==> config.mk <==
export PLATFORM = sky130hd
export DESIGN_NAME = raw_hazard_stall_control
export DESIGN_NICKNAME = d
export VERILOG_FILES = /design/src/inc/hazard_pkg.sv /design/src/design/raw_hazard_stall_control.sv
export SDC_FILE = /design/constraint.sdc
export NUM_CORES = 1
export LEC_CHECK = 0
export ABC_CLOCK_PERIOD_IN_PS = 6050
export BUFFER_PORTS_ARGS = -buffer_cell sky130_fd_sc_hd__clkbuf_2
export CELL_PAD_IN_SITES_DETAIL_PLACEMENT = 0
export CELL_PAD_IN_SITES_GLOBAL_PLACEMENT = 1
export CORE_ASPECT_RATIO = 0.5
export CORE_MARGIN = 4
export CORE_UTILIZATION = 35
export DETAILED_ROUTE_END_ITERATION = 8
export PLACE_DENSITY = 0.84
export SYNTH_ARGS = -nofsm -noshare
export SYNTH_HDL_FRONTEND = slang
export SYNTH_SLANG_ARGS = --single-unit
export TNS_END_PERCENT = 5
==> constraint.sdc <==
create_clock -name clk -period 6.05 [get_ports clk]
set_clock_uncertainty 0.05 [all_clocks]
set_input_delay 1.21 -clock clk [delete_from_list [all_inputs] [get_ports clk]]
set_output_delay 1.21 -clock clk [all_outputs]
set_load 0.1 [all_outputs]
==> src/inc/hazard_pkg.sv <==
// Purpose: Shared types and constants for the read-after-write stall controller.
// Assumes: One 40 MHz instruction clock, synchronous active-low reset.
// Notes: Register offsets are byte addresses on the AXI4-Lite slave.
// Overview of operation
// - Direct write, direct read: no stall.
// - Direct write, indirect source read: stall.
// - Unmodified pointer write, same register: no stall.
// - Write to register's mapped address: stall.
// - Modified pointer, indirect source read: stall.
// - Modified pointer, direct source read: no stall.
// - Calls write stack pointer; stall its users.
// - Returns only read: never stall.
// - Return-with-literal writes register: normal check.
// - Jumps and branches never stall.
// - Loops unchanged except added stall cycles.
// - Repeat loop compares instruction with itself.
// - Loop end uses whatever was prefetched.
// - View bit redirects upper window reads.
// - Redirected read finishes within three cycles.
// - View cycles and hazard stall add.
// - Unimplemented register bits read zero.
// - Loop counters are not reset.
// - Hazard inserts exactly one stall cycle.
// - Stall holds counter, fetch and data space.
// - Interrupt on first instruction drops stall.
package hazard_pkg;
   localparam int DW = 32;
   localparam int AW = 8;
   localparam logic [AW-1:0] OFS_CORE_CONTROL = 8'h00;
   localparam logic [AW-1:0] OFS_PSV_PAGE = 8'h04;
   localparam logic [AW-1:0] OFS_REPEAT_COUNT = 8'h08;
   localparam logic [AW-1:0] OFS_STALL_STATUS = 8'h0C;
   localparam logic [15:0] CORE_CONTROL_RST = 16'h0020;
   localparam logic [15:0] CORE_CONTROL_MASK = 16'h07FF;
   localparam int PSV_ENABLE_BIT = 2;
   localparam int PSV_WINDOW_BIT = 15;
   localparam logic [7:0] PSV_PAGE_RST = 8'h00;
   localparam logic [3:0] STACK_REG = 4'hF;
   localparam logic [1:0] PSV_EXTRA_CYCLES = 2'h2;
   localparam logic [1:0] HAZARD_CYCLES = 2'h1;
   localparam logic [1:0] RESP_OKAY = 2'h0;
   localparam logic [1:0] RESP_SLVERR = 2'h2;

   typedef enum logic [1:0] {
      AM_NONE = 2'b00,
      AM_DIRECT = 2'b01,
      AM_INDIRECT = 2'b10,
      AM_IND_MOD = 2'b11
   } addr_mode_t;

   typedef enum logic [2:0] {
      K_NORMAL = 3'b000,
      K_CALL = 3'b001,
      K_RETURN = 3'b010,
      K_RET_LITERAL = 3'b011,
      K_BRANCH = 3'b100
   } instr_kind_t;

   typedef struct packed {
      addr_mode_t mode;
      logic [3:0] idx;
      logic [15:0] ea;
   } operand_t;

   typedef struct packed {
      logic valid;
      instr_kind_t kind;
      operand_t dst;
      operand_t src;
   } instr_t;

   typedef struct packed {
      logic awvalid;
      logic [AW-1:0] awaddr;
      logic wvalid;
      logic [DW-1:0] wdata;
      logic [3:0] wstrb;
      logic bready;
      logic arvalid;
      logic [AW-1:0] araddr;
      logic rready;
   } axi_req_t;

   typedef struct packed {
      logic awready;
      logic wready;
      logic bvalid;
      logic [1:0] bresp;
      logic arready;
      logic rvalid;
      logic [DW-1:0] rdata;
      logic [1:0] rresp;
   } axi_rsp_t;
endpackage

==> src/design/raw_hazard_stall_control.sv <==
// Purpose: Detects read-after-write hazards between the executing and prefetched
//          instruction and inserts stall and program-space-view wait cycles.
// Assumes: Instruction descriptors come from logic on the same clock; cur_instr.valid
//          marks a new instruction that may issue when hold is low.
// Notes: Registers are reached over AXI4-Lite.
`timescale 1ns/1ps
module raw_hazard_stall_control (
   input wire logic clk,
   input wire logic rst_n,
   input wire hazard_pkg::instr_t cur_instr,
   input wire hazard_pkg::instr_t pre_instr,
   input wire logic repeat_active,
   input wire logic irq_on_current,
   input wire hazard_pkg::axi_req_t axi_req,
   output hazard_pkg::axi_rsp_t axi_rsp,
   output logic hold,
   output logic hazard_stall,
   output logic psv_redirect,
   output logic [22:0] psv_prog_addr
);
   import hazard_pkg::*;

   typedef struct packed {
      axi_rsp_t rsp;
      logic aw_have;
      logic [AW-1:0] aw_addr;
      logic w_have;
      logic [DW-1:0] w_data;
      logic [3:0] w_strb;
      logic [15:0] core_control;
      logic [7:0] psv_page;
      logic [15:0] repeat_loop_count;
      logic [15:0] stall_count;
      logic [1:0] wait_cnt;
      logic hold;
      logic haz_stall;
      logic psv_redir;
      logic [22:0] prog_addr;
   } state_t;

   state_t q, d;
   operand_t src;
   operand_t dst;
   logic src_ind;
   logic haz;
   logic program_space_view;
   logic issue;

   // Return and branch instructions never write a register.
   always_comb begin
      dst = cur_instr.dst;
      unique case (cur_instr.kind)
         K_CALL: begin
            dst.mode = AM_IND_MOD;
            dst.idx = STACK_REG;
         end
         K_RETURN: dst.mode = AM_NONE;
         K_BRANCH: dst.mode = AM_NONE;
         K_RET_LITERAL: dst = cur_instr.dst;
         K_NORMAL: dst = cur_instr.dst;
         default: dst.mode = AM_NONE;
      endcase
   end

   // In a repeat loop the prefetch never moves, so the instruction meets itself.
   assign src = repeat_active ? cur_instr.src : pre_instr.src;
   assign src_ind = (src.mode == AM_INDIRECT) || (src.mode == AM_IND_MOD);

   // A working register is mapped at byte address twice its index.
   always_comb begin
      haz = 1'b0;
      if (src_ind) begin
         if ((dst.mode == AM_DIRECT) && (dst.idx == src.idx)) begin
            haz = 1'b1;
         end
         if ((dst.mode == AM_IND_MOD) && (dst.idx == src.idx)) begin
            haz = 1'b1;
         end
         if (((dst.mode == AM_INDIRECT) || (dst.mode == AM_IND_MOD))
             && (dst.ea == {11'h000, src.idx, 1'b0})) begin
            haz = 1'b1;
         end
      end
      if (irq_on_current) begin
         haz = 1'b0;
      end
   end

   assign program_space_view = q.core_control[PSV_ENABLE_BIT] && src_ind
                && src.ea[PSV_WINDOW_BIT];
   assign issue = cur_instr.valid && (q.wait_cnt == 2'h0);

   always_comb begin
      logic [1:0] extra;
      logic [DW-1:0] rd;
      logic [1:0] rr;
      extra = 2'h0;
      rd = '0;
      rr = RESP_OKAY;
      d = q;
      // Stall and view cycles simply add before the prefetched instruction runs.
      if (issue) begin
         extra = (haz ? HAZARD_CYCLES : 2'h0) + (program_space_view ? PSV_EXTRA_CYCLES : 2'h0);
         d.wait_cnt = extra;
         d.haz_stall = haz;
         d.psv_redir = program_space_view;
         if (program_space_view) begin
            d.prog_addr = {q.psv_page, src.ea[14:0]};
         end
         if (haz) begin
            d.stall_count = q.stall_count + 16'h0001;
         end
      end else begin
         d.haz_stall = 1'b0;
         if (q.wait_cnt != 2'h0) begin
            d.wait_cnt = q.wait_cnt - 2'h1;
         end
      end
      if (d.wait_cnt == 2'h0) begin
         d.psv_redir = 1'b0;
      end
      d.hold = (d.wait_cnt != 2'h0);

      // Write address and data are taken in either order.
      if (axi_req.awvalid && q.rsp.awready) begin
         d.aw_have = 1'b1;
         d.aw_addr = axi_req.awaddr;
      end
      if (axi_req.wvalid && q.rsp.wready) begin
         d.w_have = 1'b1;
         d.w_data = axi_req.wdata;
         d.w_strb = axi_req.wstrb;
      end
      if (q.rsp.bvalid && axi_req.bready) begin
         d.rsp.bvalid = 1'b0;
      end
      if (q.aw_have && q.w_have && !q.rsp.bvalid) begin
         d.aw_have = 1'b0;
         d.w_have = 1'b0;
         d.rsp.bvalid = 1'b1;
         d.rsp.bresp = RESP_OKAY;
         unique case (q.aw_addr)
            OFS_CORE_CONTROL: begin
               if (q.w_strb[0]) begin
                  d.core_control[7:0] = q.w_data[7:0] & CORE_CONTROL_MASK[7:0];
               end
               if (q.w_strb[1]) begin
                  d.core_control[15:8] = q.w_data[15:8] & CORE_CONTROL_MASK[15:8];
               end
            end
            OFS_PSV_PAGE: begin
               if (q.w_strb[0]) begin
                  d.psv_page = q.w_data[7:0];
               end
            end
            OFS_REPEAT_COUNT: begin
               if (q.w_strb[0]) begin
                  d.repeat_loop_count[7:0] = q.w_data[7:0];
               end
               if (q.w_strb[1]) begin
                  d.repeat_loop_count[15:8] = q.w_data[15:8];
               end
            end
            OFS_STALL_STATUS: d.rsp.bresp = RESP_OKAY;
            default: d.rsp.bresp = RESP_SLVERR;
         endcase
      end
      d.rsp.awready = !d.aw_have && !d.rsp.bvalid;
      d.rsp.wready = !d.w_have && !d.rsp.bvalid;

      if (q.rsp.rvalid && axi_req.rready) begin
         d.rsp.rvalid = 1'b0;
      end
      if (axi_req.arvalid && q.rsp.arready) begin
         unique case (axi_req.araddr)
            OFS_CORE_CONTROL: rd = {16'h0000, q.core_control & CORE_CONTROL_MASK};
            OFS_PSV_PAGE: rd = {24'h000000, q.psv_page};
            OFS_REPEAT_COUNT: rd = {16'h0000, q.repeat_loop_count};
            OFS_STALL_STATUS: rd = {13'h0000, q.psv_redir, q.haz_stall, q.hold, q.stall_count};
            default: rr = RESP_SLVERR;
         endcase
         d.rsp.rvalid = 1'b1;
         d.rsp.rdata = rd;
         d.rsp.rresp = rr;
      end
      d.rsp.arready = !d.rsp.rvalid;

      if (!rst_n) begin
         d = '0;
         d.core_control = CORE_CONTROL_RST;
         d.psv_page = PSV_PAGE_RST;
         d.repeat_loop_count = q.repeat_loop_count;
         d.rsp.awready = 1'b1;
         d.rsp.wready = 1'b1;
         d.rsp.arready = 1'b1;
      end
   end

   always_ff @(posedge clk) begin
      q <= d;
   end

   assign axi_rsp = q.rsp;
   assign hold = q.hold;
   assign hazard_stall = q.haz_stall;
   assign psv_redirect = q.psv_redir;
   assign psv_prog_addr = q.prog_addr;

   logic same_reg;
   logic mapped;
   assign same_reg = cur_instr.dst.idx == src.idx;
   assign mapped = cur_instr.dst.ea == {11'h000, src.idx, 1'b0};
endmodule // raw_hazard_stall_control

# After elaboration in Yosys (flattened, before gate mapping)
# Index checks and enable logic that the tools add are counted.
[classes] addsub=3 n_eq_ne=15 muxes=23 bitwise_logic=1 n_reduce_logical=41
[ops] cell="$pmux 19 s4" count=1
[ops] cell="$mux 37" count=1
[ops] cell="$mux 35" count=1
[ops] cell="$eq 8x4->1 const B" count=4
[ops] cell="$mux 22" count=1
[ops] cell="$add 16x1->16 const B" count=1
[ops] cell="$eq 16x5->1" count=1
[ops] cell="$eq 8x3->1 const B" count=2
[ops] cell="$logic_not 8->1" count=2
[ops] cell="$logic_and 1x1->1" count=15
[ops] cell="$mux 1" count=10
[ops] cell="$mux 2" count=5
[ops] cell="$mux 9" count=1
[ops] cell="$reduce_and 3->1" count=3
[ops] cell="$eq 2x2->1 const B" count=4
[ops] cell="$reduce_and 4->1" count=2
[ops] cell="$reduce_or 4->1" count=2
[ops] cell="$reduce_and 2->1" count=3
[ops] cell="$logic_not 1->1" count=5
[ops] cell="$eq 4x4->1" count=1
[ops] cell="$logic_not 2->1" count=2
[ops] cell="$mux 4" count=1
[ops] cell="$pmux 2 s2" count=1
[ops] cell="$reduce_bool 2->1" count=2
[ops] cell="10 further kinds" count=12
[word_totals] ff_bits=166 inputBits=157 out_inout_bits=67 word_cells=107

# Longest topological paths before layout
# Gate-level depths: netlist (run 1).
[logic_depth] word_depth=15 ltp_mapped=9

# Worst setup path before layout (run 1)
# OpenSTA, ideal clock, no wires.
[synth_path] path_type="input port to flip-flop" from="input port repeat_active" to="register q[30] (netlist name)" setup_ns=0.072 arrival_time_ns=2.666 required_ns=5.928 setup_slack_ns=3.262 path_stages=8 cell_sequence="buf_6 mux2i_2 a222oi_1 and3_1 nand4_1 buf_2 a21boi_2 mux2i_1"
[synth_between] elab_chain_cells=9 word_cells_on_any_way=15 cone_classes="4 x eq/ne; 6 x mux; 5 x reduce/logical"
[synth_rtl] item="from (decl)" line="raw_hazard_stall_control.sv:12" source="input wire logic repeat_active,"
[synth_rtl] item="$mux 22 *" line="raw_hazard_stall_control.sv:66" source="assign src = repeat_active ? cur_instr.src : pre_instr.src;"
[synth_rtl] item="$eq 4x4->1" line="raw_hazard_stall_control.sv:73, raw_hazard_stall_control.sv:76"
[synth_rtl] item="$logic_and 1x1->1" line="raw_hazard_stall_control.sv:73" source="if ((dst.mode == AM_DIRECT) && (dst.idx == src.idx)) begin"
[synth_rtl] item="$mux 1" line="raw_hazard_stall_control.sv:73"
[synth_rtl] item="$mux 1" line="raw_hazard_stall_control.sv:76" source="if ((dst.mode == AM_IND_MOD) && (dst.idx == src.idx)) begin"
[synth_rtl] item="$mux 1" line="raw_hazard_stall_control.sv:79" source="if (((dst.mode == AM_INDIRECT) || (dst.mode == AM_IND_MOD))"
[synth_rtl] item="$mux 1 *" line="raw_hazard_stall_control.sv:72" source="if (src_ind) begin"
[synth_rtl] item="$mux 1 *" line="raw_hazard_stall_control.sv:84" source="if (irq_on_current) begin"
[synth_rtl] item="$reduce_and 2->1 (no line) *"
[synth_rtl] item="to (signal assigned)" line="raw_hazard_stall_control.sv:200" source="q <= d;"
[synth_rtl] item="to (decl)" line="raw_hazard_stall_control.sv:41" source="state_t q, d;"
# Mark *: on every way between the ends. The rest lies on a longest branch, timed or not.
# A chain may end at the register's enable or synchronous reset.

# Final worst setup path (run 1)
[layout_path] from="input port repeat_active" to="register q[28] (netlist name)"
# Same word-level chain as after synthesis.

==> results.toml, run 1 <==
[drt]
drc = 0
via_count = 4698
dr.pass1.iters = 4
post_drt_wl_per_cell_um = 14.5
routed_wl_um = 14400
final_antenna_net_count = 0
viasPerCell = 4.73
drtIter0Drc = 248

[power_and_ir_drop]
power_density_nw_per_um2 = 280
p_clk_share_pct = 46.1
combPwrFrac_pct = 10.4
leakagePower_uw = 0.00318
power.total_uw = 2130
p_sw_share_pct = 25.8
p_seq_share_pct = 43.5
p_int_uw = 1580
power_switching_uw = 548
peakVddDrop_mv = 0.146

[cts]
clk_pin_slew_ps = 60
clockBufferDepth = 2
cts_tree = "built"
ctsResizeCount = 0
cts_hold_buf = 0
clock_sinks = 133
worstSkewPairLatency_ps = 410
post-cts-setup-buffers = 0
cts_root_buffer = "clkbuf_16"
numCtsBuffers = 17
htree_levels = 4

[yosys]
synth_top_area_share_pct = 36.1
ys_seq_area_share_pct = 43.5
ys.flop_type = "dfxtp_1"
synth_cells = 649
synth.distinct_cells = 57
synth_warnings = 0
async_flop_share_pct = 0
synth_area_per_cell_sq_um = 9.99
synth-seq-cells = 133
syn_area_sq_um = 6480
synth_edf_count = 16
synth_area_leader_cell = "dfxtp_1"
ys_top_cells_by_area = "dfxtp_1, mux2i_1, buf_4"

[worst_setup_path]
critPathBufInv = 1
crit_family = "simple AND/OR/NAND/NOR gates"
required_ps = 6300
critPathCaptureType = "flip-flop"
crit_type = "in -> reg"
arrival_ps = 3840
crit_slowest_cell = "nand4_1"
critical_path.max_stage_delay_ps = 600
crit_fanout = 23
start_kind = "input port"
path_cells = "clkbuf_2, mux2i_1, o22ai_1, o21ai_1, nand4_1, and3_1, o21a_1"

[layout]
nets = 904
seq_area_sq_um = 2820
final_core_util_pct = 42.6
multiInputGateArea_sq_um = 3050
layout-drive-gt1-share_pct = 29.8
area_growth_pct = 16.9
insertedDiodeCount = 0
fill_cells = 1735

[floorplan]
die_x_um = 200
die_h_um = 104
die_area_sq_um = 20900
core-area_sq_um = 17800
initial_utilization_pct = 36.5
io_pins = 224
num_rows = 34

[global_routing]
grt_overflow_total = 0
grt_usage_pct = 13.4
grt_pass1_vias = 4568
antenna_found_initial = 0
grt_pass1_wl_um = 23000
grt_max_degree = 67

[sta]
fin_crit_sh_pct = 59.4
max_freq_mhz = 278
slew-limit-headroom_pct = 31.7
min_period_ps = 3590
hold_violations = 0
worst-slew-pin-transition_ps = 1020
finalSetupViolations = 0
report.final.slew_viol_count = 0
rsz0062_at_grt = "no"
finalSetupTns_ps = 0
worst_slack_ps = 2460

[placement]
hpwl_um = 10500
gp_congestion = 0.738
port_buffers = 162
pre_cts_slack_ps = 2050

[hold_path]
min_path_type = "reg -> reg"

[flow_run]
drv_cap = 0

[run_status]
status = "finished, final reports clean"
cells in the mapped netlist, types with 3 or more instances:
cell type	number
a21boi_0	27
and4_1	3
nor2_1	8
nand4_1	3
dfxtp_1	117
mux4_2	8
nor2b_1	43
xnor2_1	5
o211a_1	18
buf_2	3
edfxtp_1	16
buf_4	69
nand2_1	100
and3_1	5
o21a_1	3
and2_1	12
nor4_1	5
o21ai_0	11
clkbuf_1	24
a21oi_1	8
a22oi_1	14
mux2i_1	68
inv_1	4
nand2b_1	16
a21oi_2	7
nand3_1	12
logic make-up (layout without fill, tap and decap cells):
| kind of cell | after synthesis | count (layout) | share of synthesized area [%] |
|---|---|---|---|
| DFF | 133 | 133 | 43.5 |
| and+or+nand+nor | 226 | 226 | 19.4 |
| AOI/OAI and AO/OA | 101 | 101 | 12.0 |
| buffers and inverters | 104 | 200 | 10.3 |
| xor gates and xnor gates | 5 | 5 | 0.675 |
| muxes | 78 | 78 | 13.8 |
| adders and majority gates | 1 | 1 | 0.193 |
| other | 1 | 15 | 0.0578 |
final cells by class:
type	instances	area share, %
well taps	234	3.86
flip-flops and latches	133	37.2
clock buffers	23	6.73
inverters	4	0.198
multi-input cells	426	40.2
clock inverters	9	0.891
repair buffers	164	10.9
through the flow:
step | cells | hold slack, ps | instance area [sq um]
floorplan | 663 | 358 | 6540
global placement | 961 | 363 | 7000
detailed placement | 961 | 369 | 7000
CTS | 993 | 378 | 7580
global route | 993 | 389 | 7580
finish | 993 | 383 | 7580
routing by layer:
metal / track usage [%] / part of all wire [%] / vias to the layer above
li1: - / - / 2377
met1: 16.9 / 45 / 2241
met2: 23.0 / 51 / 76
met3: 3.24 / 3.4 / 4
met4: 4.07 / 0.55 / 0
met5: 0 / 0 / -
worst paths after layout:
check	from	end	slack, ps	depth (start not counted)
setup / recovery	repeat_active	q[28]	2460	7
hold reg to reg	q[101]	q[57]	380	0
setup reg to reg	q[27]	q[28]	3630	5
hold / removal	q[101]	q[57]	380	0
cells in the final DEF, fill, tap and decap left out, types with 7 or more instances in the layout:
master     count
o21ai_0       11
and2_1        12
nand2b_1      16
nand2_1      100
conb_1        15
dfxtp_1      117
mux2i_1       68
clkbuf_2     161
nor2_1         8
nor2b_1       43
a21oi_1        8
clkbuf_16     19
a21boi_0      27
a21oi_2        7
mux4_2         8
nand3_1       12
o211a_1       18
edfxtp_1      16
a22oi_1       14
flip-flops by register name, summed over array words and instances, names as in the netlist:
register / count
axi_rsp: 26
hazard_stall: 1
hold: 1
psv_prog_addr: 23
psv_redirect: 1
q: 81
power by group through the flow:
| stage | registers, uW | logic (uW) | clock network [uW] |
|---|---|---|---|
| after floorplan | 940 | 177 | 0 |
| after global placement | 943 | 222 | 0 |
| after detailed placement | 944 | 224 | 0 |
| after CTS | 925 | 225 | 1010 |
| after global routing | 927 | 240 | 1050 |
| final | 925 | 221 | 980 |
No activity file was read; power rests on OpenSTA's default activity.
==> run 2: changes to the inputs <==
--- a/config.mk
+++ b/config.mk
@@ -5,7 +5,8 @@
 export SDC_FILE = /design/constraint.sdc
 export NUM_CORES = 1
 export LEC_CHECK = 0
-export ABC_CLOCK_PERIOD_IN_PS = 6050
+export ABC_AREA = 1
+export ABC_CLOCK_PERIOD_IN_PS = 3400
 export BUFFER_PORTS_ARGS = -buffer_cell sky130_fd_sc_hd__clkbuf_2
 export CELL_PAD_IN_SITES_DETAIL_PLACEMENT = 0
 export CELL_PAD_IN_SITES_GLOBAL_PLACEMENT = 1
@@ -13,7 +14,7 @@
 export CORE_MARGIN = 4
 export CORE_UTILIZATION = 35
 export DETAILED_ROUTE_END_ITERATION = 8
-export PLACE_DENSITY = 0.84
+export PLACE_DENSITY = 0.89
 export SYNTH_ARGS = -nofsm -noshare
 export SYNTH_HDL_FRONTEND = slang
 export SYNTH_SLANG_ARGS = --single-unit
==> constraint.sdc (replaced) <==
create_clock -name clk -period 3.4 [get_ports clk]
set_clock_uncertainty 0.05 [all_clocks]
set_input_delay 0.68 -clock clk [delete_from_list [all_inputs] [get_ports clk]]
set_output_delay 0.68 -clock clk [all_outputs]
set_load 0.1 [all_outputs]
==> results.toml, run 2 <==
[layout]
fin_cells = 1209
layout-drive-gt1-share_pct = 25.2
final_cell_mix = "nand2_1, clkbuf_2, nor2_1"
nets = 1120
multiInputGateArea_sq_um = 2640
top_register = "q"
area_growth_pct = 18.3
largest_reg_flops = 81
insertedDiodeCount = 0
fill_cells = 1785
seq_area_sq_um = 2820
final_common_cell = "nand2_1"

[worst_setup_path]
crit_slowest_cell = "inv_2"
critical_path.max_stage_delay_ps = 330
crit_type = "in -> reg"
r2r_start = "axi_rsp[38]"
crit_top_cell = "nand2_1"
path_cells = "clkbuf_2, inv_2, nand2_4, nand2_2, nand2_1, nand2_1, nand2_1, nor2_2, nand3_2, nand2_4, nand2_1, o21ai_0, nor2_1"
start_kind = "input port"
crit_family = "simple AND/OR/NAND/NOR gates"
r2r_slack_ps = 1420
crit_fanout = 23
critPathBufInv = 2
startpoint = "repeat_active"
arrival_ps = 2310
critPathCaptureType = "flip-flop"
required_ps = 3660

[sta]
finalSetupTns_ps = 0
slew-limit-headroom_pct = 55.7
whs_ps = 382
report.final.slew_viol_count = 0
worst-slew-pin-transition_ps = 664
min_period_ps = 2050
hold_violations = 0
rsz0062_at_grt = "no"
finalSetupViolations = 0
max_freq_mhz = 487
fin_crit_sh_pct = 60.3

[power_and_ir_drop]
combPwrFrac_pct = 10.5
peakVddDrop_mv = 0.362
leakagePower_uw = 0.00347
power_switching_uw = 1110
p_int_uw = 2760
p_sw_share_pct = 28.7
power_density_nw_per_um2 = 516
p_clk_share_pct = 46.6
p_seq_share_pct = 42.9

[drt]
via_count = 5615
final_antenna_net_count = 0
routed_wl_um = 15700
drtIter0Drc = 270
viasPerCell = 4.64
dr.pass1.iters = 6
drc = 0
post_drt_wl_per_cell_um = 13.0

[placement]
dp_cells = 1177
hpwl_um = 11700
port_buffers = 162
gp_congestion = 0.802

[yosys]
async_flop_share_pct = 0
ys_top_cells_by_count = "nand2_1, nor2_1, dfxtp_1"
synth_area_leader_cell = "dfxtp_1"
ys_top_cells_by_area = "dfxtp_1, nand2_1, nor2_1"
synth_warnings = 0
ys.flop_type = "dfxtp_1"
synth.distinct_cells = 36
synth_cells = 854
synth_area_per_cell_sq_um = 7.43
synth_top_area_share_pct = 36.9
syn_area_sq_um = 6340
post-synth-top-count-cell = "nand2_1"
synth_edf_count = 16
synth-seq-cells = 133
ys_seq_area_share_pct = 44.5

[cts]
cts_root_buffer = "clkbuf_16"
worstSkewPairLatency_ps = 420
numCtsBuffers = 17
htree_levels = 4
post-cts-setup-buffers = 0
cts_tree = "built"
clock_sinks = 133
clk_pin_slew_ps = 60
clockBufferDepth = 2
ctsResizeCount = 0
cts_hold_buf = 0

[floorplan]
io_pins = 224
core-area_sq_um = 17600
die_area_sq_um = 20500
num_rows = 34
die_x_um = 198
initial_utilization_pct = 36.1
die_h_um = 103

[hold_path]
hold_path_startpoint = "q[100]"
min_path_type = "reg -> reg"

[flow_run]
drv_cap = 0

[global_routing]
antenna_found_initial = 0
grt_pass1_wl_um = 25800
grt_overflow_total = 0
grt_max_degree = 32
grt_pass1_vias = 5343
grt_usage_pct = 15.5

[run_status]
status = "finished, final reports clean"
-- run 2: metrics by stage --
step | total power (uW) | setup WS, ps | area, sq um | util, %
5_1_grt | 4030 | 1100 | 7500 | 42.7
3_5_place_dp | 2100 | 916 | 6920 | 39.4
4_1_cts | 3910 | 1360 | 7500 | 42.7
2_1_floorplan | 2010 | 1400 | 6400 | -
3_3_place_gp | 2090 | 951 | 6920 | 39.4
6_report | 3870 | 1350 | 7500 | 42.7
-- run 2: cell families (layout without fill, tap and decap cells) --
group | Yosys count | count (layout) | share of synthesized area, %
AOI/OAI and AO/OA | 146 | 146 | 12.0
buffers and inverters | 169 | 276 | 14.7
adders and majority gates | 1 | 1 | 0.197
and+or+nand+nor | 402 | 402 | 28.3
DFF | 133 | 133 | 44.5
xor gates and xnor gates | 2 | 2 | 0.276
other | 1 | 15 | 0.0591
-- run 2: path summary, 6_finish.rpt --
path | end | depth (start not counted)
max | q[28] | 13
min | q[56] | 0
max reg2reg | q[70] | 8
min reg2reg | q[56] | 0
-- run 2: power groups by stage --
stage | combinational [uW] | sequential (uW) | clock, uW
floorplan | 320 | 1690 | 0
detailed placement | 406 | 1690 | 0
global placement | 401 | 1690 | 0
finish | 405 | 1660 | 1800
CTS | 407 | 1660 | 1850
global route | 446 | 1660 | 1920
-- run 2: final cells by class --
cell class | count | share of cell area, %
Sequential cell | 133 | 37.6
Clock buffer | 18 | 6.00
Timing Repair Buffer | 174 | 12.0
Clock inverter | 14 | 1.77
Inverter | 70 | 3.50
Tap cell | 234 | 3.90
Multi-Input combinational cell | 566 | 35.2
-- run 2: per-layer routing --
metal | global-route usage (%) | routed length, um | up-vias
li1 | - | - | 2891
met1 | 19.7 | 7270 | 2592
met2 | 26.3 | 7380 | 124
met3 | 4.30 | 957 | 8
met4 | 4.07 | 82 | 0
met5 | 0 | 0 | -
